File: config.mk
export PLATFORM = sky130hd
export DESIGN_NAME = ssl_link
export DESIGN_NICKNAME = d
export VERILOG_FILES = /design/src/logic/ssl_pkg.sv /design/src/logic/ssl_link.sv
export SDC_FILE = /design/constraint.sdc
export NUM_CORES = 1
export LEC_CHECK = 0
export BUFFER_PORTS_ARGS = -buffer_cell sky130_fd_sc_hd__buf_2
export CORE_ASPECT_RATIO = 1.2
export CORE_MARGIN = 4
export CORE_UTILIZATION = 30
export DETAILED_ROUTE_END_ITERATION = 10
export PLACE_DENSITY = 0.55
export SYNTH_ARGS = -nofsm -noshare
export SYNTH_HDL_FRONTEND = slang
export SYNTH_SLANG_ARGS = --single-unit
File: constraint.sdc
create_clock -name sys_clk_in -period 3.2 [get_ports sys_clk_in]
set_input_delay 0.16 -clock sys_clk_in [delete_from_list [all_inputs] [get_ports sys_clk_in]]
set_output_delay 0.16 -clock sys_clk_in [all_outputs]
set_load 0.05 [all_outputs]
File: src/logic/ssl_pkg.sv
// Package for the serial memory link controller: command codes, field widths,
// reset values and the carrier types shared by the link logic.
// Assumes one system clock far faster than the serial clock on the pins.

package ssl_pkg;

    localparam int BYTE_W = 8;
    localparam int ADDR_W = 15;
    localparam logic [3:0] BYTE_LAST = 4'h7;
    localparam logic [3:0] ADDR_LAST = 4'hF;

    localparam logic [7:0] CMD_MEM_READ  = 8'h03;
    localparam logic [7:0] CMD_MEM_WRITE = 8'h02;
    localparam logic [7:0] status_read_cmd  = 8'h05;
    localparam logic [7:0] status_write_cmd = 8'h01;

    localparam logic [7:0] STATUS_RST = 8'h00;

    // Pin bundle carried through the synchroniser
    typedef struct packed {
        logic cs_n;
        logic sck;
        logic si;
        logic pause_n;
    } ssl_pins_t;

    localparam ssl_pins_t PINS_RST = '{cs_n: 1'b1, sck: 1'b0, si: 1'b0, pause_n: 1'b1};

    // One written byte with its array address
    typedef struct packed {
        logic [ADDR_W-1:0] addr;
        logic [BYTE_W-1:0] data;
    } ssl_wr_word_t;

    typedef enum logic [6:0] {
        ST_CMD  = 7'b0000001,
        ST_ADDR = 7'b0000010,
        ST_RDAT = 7'b0000100,
        ST_WDAT = 7'b0001000,
        ST_SRD  = 7'b0010000,
        ST_SWR  = 7'b0100000,
        ST_SKIP = 7'b1000000
    } ssl_state_t;

endpackage : ssl_pkg

File: src/logic/ssl_link.sv
// Serial link controller of a byte-wide static memory, device side.
// Assumes the serial clock, select, data in and pause arrive asynchronously
// and are at least several system clocks wide; memory itself lies outside.
`timescale 1ns/1ps

module ssl_link
    import ssl_pkg::*;
(
    input  wire logic               sys_clk_in,
    input  wire logic               reset_in,
    input  wire logic               cs_n_in,
    input  wire logic               sck_in,
    input  wire logic               si_in,
    input  wire logic               pause_n_in,
    output logic                    so_out,
    output logic                    so_oe_out,
    output logic                    standby_out,
    output logic                    paused_out,
    output logic                    rd_req_out,
    output logic [ADDR_W-1:0]       rd_addr_out,
    input  wire logic               rd_valid_in,
    input  wire logic [BYTE_W-1:0]  rd_data_in,
    output logic                    wr_valid_out,
    output ssl_wr_word_t            wr_word_out,
    input  wire logic               wr_ready_in,
    output logic [BYTE_W-1:0]       status_out
);

    ////////////////////////////////////////////////////////////////////////////
    // Pin synchroniser and edge detection

    ssl_pins_t    s1_q;
    ssl_pins_t    s2_q;
    ssl_pins_t    s3_q;
    ssl_state_t   state_q;
    logic [3:0]   bit_cnt_q;
    logic [2:0]   out_cnt_q;
    logic [7:0]   in_sh_q;
    logic [7:0]   cmd_q;
    logic [15:0]  addr_sh_q;
    logic [ADDR_W-1:0] addr_q;
    logic [7:0]   rd_byte_q;
    logic [6:0]   out_sh_q;
    logic         paused_q;
    logic         pend_v_q;
    ssl_wr_word_t pend_w_q;
    logic         skid_v_q;
    ssl_wr_word_t skid_w_q;
    logic         sck_rise;
    logic         sck_fall;
    logic         cs_rise;
    logic         act_rise;
    logic         act_fall;
    logic         byte_end;
    logic         wr_take;
    logic         push;
    logic         pop;
    logic [7:0]   byte_nx;
    logic [15:0]  addr_nx;
    logic [7:0]   out_src;

    // Stage one feeds stage two only; edges come from stages two and three
    always_ff @(posedge sys_clk_in) begin
        if (reset_in) begin
            s1_q <= PINS_RST;
            s2_q <= PINS_RST;
            s3_q <= PINS_RST;
        end else begin
            s1_q <= '{cs_n: cs_n_in, sck: sck_in, si: si_in, pause_n: pause_n_in};
            s2_q <= s1_q;
            s3_q <= s2_q;
        end
    end

    assign sck_rise = s2_q.sck & ~s3_q.sck;
    assign sck_fall = ~s2_q.sck & s3_q.sck;
    assign cs_rise  = s2_q.cs_n & ~s3_q.cs_n;
    // edges ignored while paused, so sequence progress is kept
    assign act_rise = sck_rise & ~s2_q.cs_n & ~paused_q & s2_q.pause_n;
    // a fall with pause low enters pause and is not used for data
    assign act_fall = sck_fall & ~s2_q.cs_n & ~paused_q & s2_q.pause_n;
    // shift in most significant bit first
    assign byte_nx  = {in_sh_q[6:0], s2_q.si};
    assign addr_nx  = {addr_sh_q[14:0], s2_q.si};
    assign byte_end = act_rise & (bit_cnt_q == BYTE_LAST);
    assign wr_take  = byte_end & (state_q == ST_WDAT);
    assign out_src  = (state_q == ST_SRD) ? status_out : rd_byte_q;

    ////////////////////////////////////////////////////////////////////////////
    // Pause control

    // immediate entry with clock low, else deferred to the next fall
    always_ff @(posedge sys_clk_in) begin
        if (reset_in || s2_q.cs_n) begin
            paused_q <= 1'b0;
        end else if (paused_q) begin
            paused_q <= ~(s2_q.pause_n & ~s2_q.sck);
        end else if (~s2_q.pause_n) begin
            paused_q <= ~s2_q.sck | sck_fall;
        end
    end

    ////////////////////////////////////////////////////////////////////////////
    // Command sequencer, driven by serial clock edges

    // capture on rise; deselect restarts at instruction byte
    always_ff @(posedge sys_clk_in) begin
        rd_req_out <= 1'b0;
        if (reset_in || cs_rise) begin
            state_q   <= ST_CMD;
            bit_cnt_q <= 4'h0;
            cmd_q     <= 8'h00;
            if (reset_in) begin
                status_out <= STATUS_RST;
            end
        end else if (act_rise) begin
            in_sh_q   <= byte_nx;
            bit_cnt_q <= bit_cnt_q + 4'h1;
            unique case (state_q)
                ST_CMD: begin
                    if (bit_cnt_q == BYTE_LAST) begin
                        bit_cnt_q <= 4'h0;
                        cmd_q     <= byte_nx;
                        if (byte_nx == CMD_MEM_READ || byte_nx == CMD_MEM_WRITE) begin
                            state_q <= ST_ADDR;
                        end else if (byte_nx == status_read_cmd) begin
                            state_q <= ST_SRD;
                        end else if (byte_nx == status_write_cmd) begin
                            state_q <= ST_SWR;
                        end else begin
                            state_q <= ST_SKIP;
                        end
                    end
                end
                ST_ADDR: begin
                    addr_sh_q <= addr_nx;
                    if (bit_cnt_q == ADDR_LAST) begin
                        bit_cnt_q <= 4'h0;
                        addr_q    <= addr_nx[ADDR_W-1:0];
                        if (cmd_q == CMD_MEM_READ) begin
                            state_q     <= ST_RDAT;
                            rd_req_out  <= 1'b1;
                            rd_addr_out <= addr_nx[ADDR_W-1:0];
                        end else begin
                            state_q <= ST_WDAT;
                        end
                    end
                end
                ST_SWR: begin
                    if (bit_cnt_q == BYTE_LAST) begin
                        status_out <= byte_nx;
                        state_q    <= ST_SKIP;
                    end
                end
                ST_WDAT: begin
                    if (wr_take) begin
                        bit_cnt_q <= 4'h0;
                        addr_q    <= addr_q + 15'h0001;
                    end
                end
                ST_RDAT, ST_SRD, ST_SKIP: begin
                    if (byte_end) begin
                        bit_cnt_q <= 4'h0;
                    end
                end
                default: state_q <= ST_CMD;
            endcase
        end else if (act_fall && state_q == ST_RDAT && out_cnt_q == 3'h0) begin
            // Byte just loaded for output; prefetch the next one well before it is due
            addr_q      <= addr_q + 15'h0001;
            rd_req_out  <= 1'b1;
            rd_addr_out <= addr_q + 15'h0001;
        end
    end

    // Fetched byte from the array
    always_ff @(posedge sys_clk_in) begin
        if (reset_in) begin
            rd_byte_q <= 8'h00;
        end else if (rd_valid_in) begin
            rd_byte_q <= rd_data_in;
        end
    end

    ////////////////////////////////////////////////////////////////////////////
    // Serial output

    // output bit moves only on a clock fall, and clears to 0 on deselect; MSB leaves first
    always_ff @(posedge sys_clk_in) begin
        if (reset_in || cs_rise) begin
            so_out    <= 1'b0;
            out_sh_q  <= 7'h00;
            out_cnt_q <= 3'h0;
        end else if (act_fall && (state_q == ST_RDAT || state_q == ST_SRD)) begin
            out_cnt_q <= out_cnt_q + 3'h1;
            if (out_cnt_q == 3'h0) begin
                so_out   <= out_src[7];
                out_sh_q <= out_src[6:0];
            end else begin
                so_out   <= out_sh_q[6];
                out_sh_q <= {out_sh_q[5:0], 1'b0};
            end
        end
    end

    // output enable drops with select high or pause low
    always_ff @(posedge sys_clk_in) begin
        if (reset_in) begin
            so_oe_out  <= 1'b0;
            paused_out <= 1'b0;
        end else begin
            so_oe_out  <= ~s2_q.cs_n & s2_q.pause_n & ~paused_q
                          & (state_q == ST_RDAT || state_q == ST_SRD);
            paused_out <= paused_q;
        end
    end

    ////////////////////////////////////////////////////////////////////////////
    // Write path: holding register and two-entry skid buffer

    assign push = pend_v_q & ~skid_v_q;
    assign pop  = wr_valid_out & wr_ready_in;

    // A byte waits here while the buffer is full; the next must not arrive first
    always_ff @(posedge sys_clk_in) begin
        if (reset_in) begin
            pend_v_q <= 1'b0;
            pend_w_q <= '0;
        end else if (wr_take) begin
            pend_v_q <= 1'b1;
            pend_w_q <= '{addr: addr_q, data: byte_nx};
        end else if (push) begin
            pend_v_q <= 1'b0;
        end
    end

    // Head and skid entries; every output comes straight from a register
    always_ff @(posedge sys_clk_in) begin
        if (reset_in) begin
            wr_valid_out <= 1'b0;
            wr_word_out  <= '0;
            skid_v_q     <= 1'b0;
            skid_w_q     <= '0;
        end else if (pop || !wr_valid_out) begin
            if (skid_v_q) begin
                wr_valid_out <= 1'b1;
                wr_word_out  <= skid_w_q;
                skid_v_q     <= 1'b0;
            end else begin
                wr_valid_out <= push;
                if (push) begin
                    wr_word_out <= pend_w_q;
                end
            end
        end else if (push) begin
            skid_v_q <= 1'b1;
            skid_w_q <= pend_w_q;
        end
    end

    // standby only once select is high and all writes have drained
    always_ff @(posedge sys_clk_in) begin
        if (reset_in) begin
            standby_out <= 1'b1;
        end else begin
            standby_out <= s2_q.cs_n & ~pend_v_q & ~skid_v_q & ~(wr_valid_out & ~pop);
        end
    end

    ////////////////////////////////////////////////////////////////////////////
    // Checks

    chk_so_hiz_cs: assert property (@(posedge sys_clk_in) disable iff (reset_in)
        s2_q.cs_n |=> !so_oe_out) else $error("output driven while deselected");
    chk_so_hiz_pause: assert property (@(posedge sys_clk_in) disable iff (reset_in)
        !s2_q.pause_n |=> !so_oe_out) else $error("output driven with pause low");
    chk_paused_quiet: assert property (@(posedge sys_clk_in) disable iff (reset_in)
        (paused_q && !s2_q.cs_n) |=> $stable(bit_cnt_q) && $stable(so_out))
        else $error("link moved while paused");
    chk_so_on_fall: assert property (@(posedge sys_clk_in) disable iff (reset_in)
        ($changed(so_out) && !$past(cs_rise)) |-> $past(sck_fall))
        else $error("output changed without clock fall");
    chk_cnt_on_rise: assert property (@(posedge sys_clk_in) disable iff (reset_in)
        ($changed(bit_cnt_q) && !$past(cs_rise)) |-> $past(sck_rise))
        else $error("bit taken without clock rise");
    chk_pause_now: assert property (@(posedge sys_clk_in) disable iff (reset_in)
        (!s2_q.cs_n && !s2_q.pause_n && !s2_q.sck) |=> paused_q)
        else $error("pause not entered with clock low");
    chk_pause_defer: assert property (@(posedge sys_clk_in) disable iff (reset_in)
        (!paused_q && !s2_q.pause_n && s2_q.sck && s3_q.sck) |=> !paused_q)
        else $error("pause entered before clock fall");
    chk_pause_keeps: assert property (@(posedge sys_clk_in) disable iff (reset_in)
        (paused_q && !s2_q.cs_n) |=> $stable(state_q) ##1 $stable(addr_q) || !paused_q)
        else $error("sequence state lost in pause");
    chk_write_finish: assert property (@(posedge sys_clk_in) disable iff (reset_in)
        (pend_v_q || skid_v_q) |=> !standby_out) else $error("standby before write done");
    chk_deselect_idle: assert property (@(posedge sys_clk_in) disable iff (reset_in)
        cs_rise |=> state_q == ST_CMD && bit_cnt_q == 4'h0)
        else $error("partial command survived deselect");
    chk_read_request: assert property (@(posedge sys_clk_in) disable iff (reset_in)
        (act_rise && state_q == ST_ADDR && bit_cnt_q == ADDR_LAST && cmd_q == CMD_MEM_READ)
        |=> rd_req_out && rd_addr_out == $past(addr_nx[ADDR_W-1:0]))
        else $error("read address not issued");

endmodule : ssl_link

==> impl_metrics.json, run 1 <==
{
  "status": "complete, no violations",
  "synth_top_area_share_pct": 33.3,
  "r2r-start": "state_q[0]$_SDFFE_PP1P_",
  "rsz0062_at_grt": "false",
  "vdd_drop_max_mv": 0.281,
  "slowest_stage": "or3b_1",
  "fin_tns_setup_ns": 0,
  "drive_above_1_share_pct": 17.3,
  "grt_remaining_overflow": 0,
  "io_buffers": 67,
  "postCtsSetupBuffers": 0,
  "worst_pin_slew_ns": 0.963,
  "vias_per_cell": 4.51,
  "rr_endpoint": "out_sh_q[2]$_SDFFE_PP0P_",
  "vias": 5200,
  "finalWorstSetupSlack_ns": 0.666,
  "synth_cells": 749,
  "antenna_found_initial": 0,
  "fp.dieW_um": 153,
  "rows": 63,
  "grt_pass1_vias": 5076,
  "final_common_cell": "dfxtp_1",
  "final_util_pct": 36.1,
  "yosysTopAreaCell": "dfxtp_1",
  "seq_area_um2": 4270,
  "hold_viol_final": 0,
  "fmax_ghz": 0.395,
  "insertion_delay_ns": 0.44,
  "placed_area_um2": 8190,
  "cts_tree": "done",
  "pin_count": 68,
  "synth_area_um2": 7520,
  "grt_max_degree": 63,
  "place_inst": 1109,
  "critPathMaxStageDelay_ns": 0.65,
  "routed_wl_um": 15600,
  "holdCritPathClass": "input pin to register",
  "crit_chain": "nor4_1 > or4b_4 > or3b_1 > a211o_1 > a21oi_1",
  "hp-start": "wr_ready_in",
  "hold-worst-slack_ns": 0.0892,
  "multi_input_area_um2": 3040,
  "start_util_pct": 30.5,
  "clock_path_buffers": 2,
  "clk_pin_slew_ns": 0.08,
  "ant_nets": 0,
  "n_fill_cell": 2471,
  "dp_hpwl_um": 10700,
  "power_density_nw_per_um2": 521,
  "first_pass_iters": 4,
  "final_cell_mix": "dfxtp_1, nand2_1, nor2_1",
  "pre_cts_slack_ns": 0.705,
  "cp_max_fo": 18,
  "synth_edf_count": 59,
  "ys_types": 47,
  "htreeDepth": 4,
  "grt_pass1_wl_um": 26200,
  "synth-seq-cells": 184,
  "power.leakage_nw": 3.10,
  "fin_skew_ns": 0.0166,
  "synth_flop_cell": "dfxtp_1",
  "ys_warn_count": 0,
  "drtIter0Drc": 205,
  "cts-resized-gates": 0,
  "num-nets-final": 835,
  "synth-seq-area-share_pct": 56.8,
  "detail_route.wl_per_cell_um": 13.6,
  "slew_headroom_pct": 35.6,
  "setup_violations": 0,
  "core_um2": 24700,
  "clock-sinks": 184,
  "finalCritPeriodShare_pct": 79.2,
  "total_power_mw": 4.64,
  "n_antenna_cell": 0,
  "cts_buffers": 17,
  "syn2layout_area_growth_pct": 18.4,
  "arrival_ns": 2.88,
  "rr_worst_depth": 5,
  "async_reset_ff_share_pct": 0,
  "gr-usage-all-layers_pct": 11.5,
  "period_needed_ns": 2.53,
  "fin_area_um2": 8900,
  "holdPathStages": 3,
  "min_to": "skid_v_q$_SDFFE_PP0P_",
  "synth_area_per_cell_um2": 10.0,
  "dieHeight_um": 181,
  "cap_violations": 0,
  "yosys-top-cells-area": "dfxtp_1, edfxtp_1, mux2i_1",
  "gp_congestion": 0.895,
  "layout.cells.non_filler": 1153,
  "drc": 0,
  "critical_path_class": "register to register",
  "reg2reg_slack_ns": 0.67,
  "slew_violations": 0,
  "cp-start-kind": "register",
  "crit_path_end_kind": "register",
  "dieArea_um2": 27700,
  "synth_fp_nets": 769,
  "cts_root_buf": "clkbuf_16",
  "cp.required_ns": 3.55
}
==> synth_stat cells, types with 2 or more instances <==
| master | instances |
|---|---|
| and2_1 | 9 |
| o21a_1 | 4 |
| nor2b_1 | 11 |
| nand2_1 | 122 |
| ha_1 | 4 |
| or3_1 | 4 |
| buf_1 | 2 |
| xnor2_1 | 8 |
| nor2_1 | 93 |
| nand4_1 | 7 |
| xor2_1 | 11 |
| nor4b_1 | 4 |
| a211oi_1 | 26 |
| clkbuf_1 | 38 |
| and4_1 | 2 |
| dfxtp_1 | 125 |
| o21ai_0 | 4 |
| nor3_2 | 2 |
| nand3_1 | 15 |
| mux2_2 | 16 |
| or2_2 | 6 |
| o31ai_1 | 3 |
| and3_1 | 2 |
| a211o_1 | 7 |
| nand2b_1 | 5 |
| inv_1 | 7 |
| nand3b_1 | 3 |
| buf_6 | 2 |
| nor3b_1 | 3 |
| edfxtp_1 | 59 |
| mux2i_1 | 51 |
| a21oi_1 | 69 |
| or3b_1 | 2 |
| nor4_1 | 2 |
| buf_2 | 4 |
| nor3_1 | 6 |
==> what timing repair did <==
action | 4_1_cts | 5_1_grt
endpoints found under the setup margin | 0 | 0
hold endpoints to repair | 12 | 0
hold buffers | 12 | 0
==> cell families (layout without fill, tap and decap cells) <==
kind of cell / after synthesis / count (layout) / synth area share (%)
simple gates: 304 / 304 / 18.7
flops: 184 / 184 / 56.8
compound gates: 118 / 118 / 9.49
mux: 67 / 67 / 9.19
buf+inv: 53 / 132 / 2.91
xor+xnor: 19 / 19 / 2.21
fa+ha+maj: 4 / 4 / 0.666
==> flip-flops by register name, summed over array words and instances (netlist names), 8 cells and up <==
name	flops
addr_q	15
addr_sh_q	14
cmd_q	8
pend_w_q	23
rd_addr_out	15
rd_byte_q	8
skid_w_q	23
status_out	8
wr_word_out	23
==> power breakdown <==
| part | switching, mW | internal, mW |
|---|---|---|
| combinational | 0.0781 | 0.0435 |
| clock | 1.03 | 1.06 |
| sequential | 0.0120 | 2.41 |
==> layer usage <==
layer / up-vias / GRT usage [%] / share of wire [%]
met5: - / 0 / 0
met4: 0 / 4.14 / 1.4
met3: 16 / 2.93 / 3.8
met2: 75 / 18.4 / 46
met1: 2370 / 15.1 / 49
li1: 2739 / - / -
==> worst max path at each step <==
stage,from,end
floorplan,s2_q[3]$_SDFF_PP1_,addr_sh_q[0]$_DFFE_PP_
global placement,s2_q[3]$_SDFF_PP1_,out_sh_q[0]$_SDFFE_PP0P_
detailed placement,state_q[0]$_SDFFE_PP1P_,out_sh_q[0]$_SDFFE_PP0P_
CTS,state_q[0]$_SDFFE_PP1P_,out_sh_q[2]$_SDFFE_PP0P_
global route,state_q[0]$_SDFFE_PP1P_,addr_q[10]$_DFFE_PP_
finish,state_q[0]$_SDFFE_PP1P_,out_sh_q[2]$_SDFFE_PP0P_
==> worst max-delay path: cells and delay by family (launching register included) <==
family / cells / cell delay [ns]
simple gates: 3 / 1.59
flops: 1 / 0.36
compound gates: 2 / 0.48
==> area by class of cell <==
| type | instances | area share [%] |
|---|---|---|
| repair buffers | 93 | 6.32 |
| well taps | 325 | 4.57 |
| clock inverters | 15 | 1.92 |
| inverters | 7 | 0.295 |
| clock buffers | 17 | 4.78 |
| multi-input cells | 512 | 34.1 |
| flip-flops and latches | 184 | 48.0 |
Note: power is estimated with default switching activity, not from simulation.
==> inputs of run 2 (changes only) <==
==> constraint.sdc (replaced) <==
create_clock -name sys_clk_in -period 2.05 [get_ports sys_clk_in]
set_input_delay 0.1025 -clock sys_clk_in [delete_from_list [all_inputs] [get_ports sys_clk_in]]
set_output_delay 0.1025 -clock sys_clk_in [all_outputs]
set_load 0.05 [all_outputs]
==> impl_metrics.json, run 2 (same netlist as run 1, synthesis figures left out) <==
{
  "status": "finished with violations",
  "violations": "setup timing",
  "insertion_delay_ns": 0.44,
  "fp.dieW_um": 153,
  "fin_skew_ns": 0.0117,
  "fin_tns_setup_ns": -5.20,
  "holdCritPathClass": "input pin to register",
  "placed_area_um2": 8620,
  "routed_wl_um": 17000,
  "vias": 5535,
  "period_needed_ns": 2.20,
  "power_density_nw_per_um2": 776,
  "htreeDepth": 4,
  "slowest_stage": "or4b_4",
  "clk_pin_slew_ns": 0.08,
  "fmax_ghz": 0.455,
  "setup_violations": 88,
  "cts_tree": "done",
  "crit_top_cell": "or3b_4",
  "vdd_drop_max_mv": 0.539,
  "final_cell_mix": "dfxtp_1, nand2_1, nor2_1",
  "dieArea_um2": 27700,
  "drive_above_1_share_pct": 25.6,
  "hold_viol_final": 0,
  "grt_max_degree": 95,
  "cts_buffers": 17,
  "hold-worst-slack_ns": 0.0368,
  "dp_hpwl_um": 11200,
  "dieHeight_um": 181,
  "power.leakage_nw": 3.55,
  "cts_root_buf": "clkbuf_16",
  "critical_path_class": "register to register",
  "vias_per_cell": 4.57,
  "core_um2": 24700,
  "first_pass_iters": 4,
  "syn2layout_area_growth_pct": 30.2,
  "crit_chain": "or3b_4 > or4b_4 > or3b_4 > buf_8 > a211o_1 > a21oi_1",
  "grt_use_met1_pct": 16.0,
  "pre_cts_slack_ns": -0.199,
  "grt_remaining_overflow": 0,
  "antenna_found_initial": 0,
  "grt_pass1_vias": 5240,
  "fin_area_um2": 9790,
  "grt_pass1_wl_um": 27200,
  "gp_congestion": 0.848,
  "start_util_pct": 30.5,
  "gr-usage-all-layers_pct": 11.9,
  "worst_pin_slew_ns": 0.446,
  "drtIter0Drc": 281,
  "ant_nets": 0,
  "cap_violations": 0,
  "detail_route.wl_per_cell_um": 14.0,
  "pin_count": 68,
  "finalCritPeriodShare_pct": 107,
  "slew_violations": 0,
  "drc": 0,
  "n_antenna_cell": 0,
  "critPathMaxStageDelay_ns": 0.49,
  "reg_top3": "pend_w_q x23, skid_w_q x23, wr_word_out x23",
  "rsz0062_at_grt": "true",
  "finalWorstSetupSlack_ns": -0.149,
  "cp.required_ns": 2.41,
  "io_buffers": 67,
  "top_usage_layer": "met2",
  "use_met2_pct": 18.7,
  "gr-usage-met3_pct": 2.65,
  "final_common_cell": "dfxtp_1",
  "final_util_pct": 39.7,
  "n_fill_cell": 2422,
  "num-nets-final": 892,
  "clock_path_buffers": 2,
  "slew_headroom_pct": 70.2,
  "arrival_ns": 2.55,
  "rows": 63,
  "cp_max_fo": 13,
  "crit_path_end_kind": "register",
  "clock-sinks": 184,
  "cp-start-kind": "register"
}
[run 2: worst paths after layout]
path | start | to | slack, ns | cells after the start
min | wr_ready_in | skid_v_q$_SDFFE_PP0P_ | 0.04 | 3
min reg2reg | s1_q[3]$_SDFF_PP1_ | s2_q[3]$_SDFF_PP1_ | 0.41 | 1
max | paused_q$_SDFF_PP0_ | out_sh_q[6]$_SDFFE_PP0P_ | -0.15 | 6
max reg2reg | paused_q$_SDFF_PP0_ | out_sh_q[6]$_SDFFE_PP0P_ | -0.15 | 6
[run 2: final cells by class]
cell class / count / area (µm²) / share of cell area [%]
multi-input combinational: 512 / 3210 / 32.8
inverter: 7 / 26.3 / 0.269
timing repair buffer: 150 / 1220 / 12.5
sequential: 184 / 4280 / 43.7
tap: 325 / 407 / 4.16
clock inverter: 15 / 220 / 2.25
clock buffer: 17 / 425 / 4.35
[run 2: where the power goes]
part           switching (mW)  internal [mW]  total, mW  leakage (nW)
logic                   0.133         0.0864      0.219          1.68
registers              0.0175           3.77       3.78          1.55
clock network            1.58           2.00       3.59         0.317
total                    1.73           5.86       7.59          3.55
[run 2: through the flow]
stage / instances / total power, mW
CTS: 1198 / 7.67
finish: 1210 / 7.59
global placement: 1150 / 4.06
floorplan: 749 / 3.99
detailed placement: 1150 / 4.06
global route: 1210 / 7.84
[run 2: critical path, delay by kind of cell, from the launching register on]
family	cells	cell delay, ns
flops	1	0.32
simple gates	3	1.29
compound gates	2	0.35
buf+inv	1	0.16
[run 2: what timing repair did]
action,4_1_cts,5_1_grt
gates cloned,0,4
resized for setup,8,40
buffers inserted,3,8
hold endpoints to repair,13,0
hold buffers,13,0
setup endpoints to repair,52,120
pin swaps,1,5
[run 2: layer usage]
metal / part of all wire, % / vias up
li1: - / 2853
met1: 48 / 2581
met2: 47 / 71
met3: 3.2 / 30
met4: 2.2 / 0
met5: 0 / -
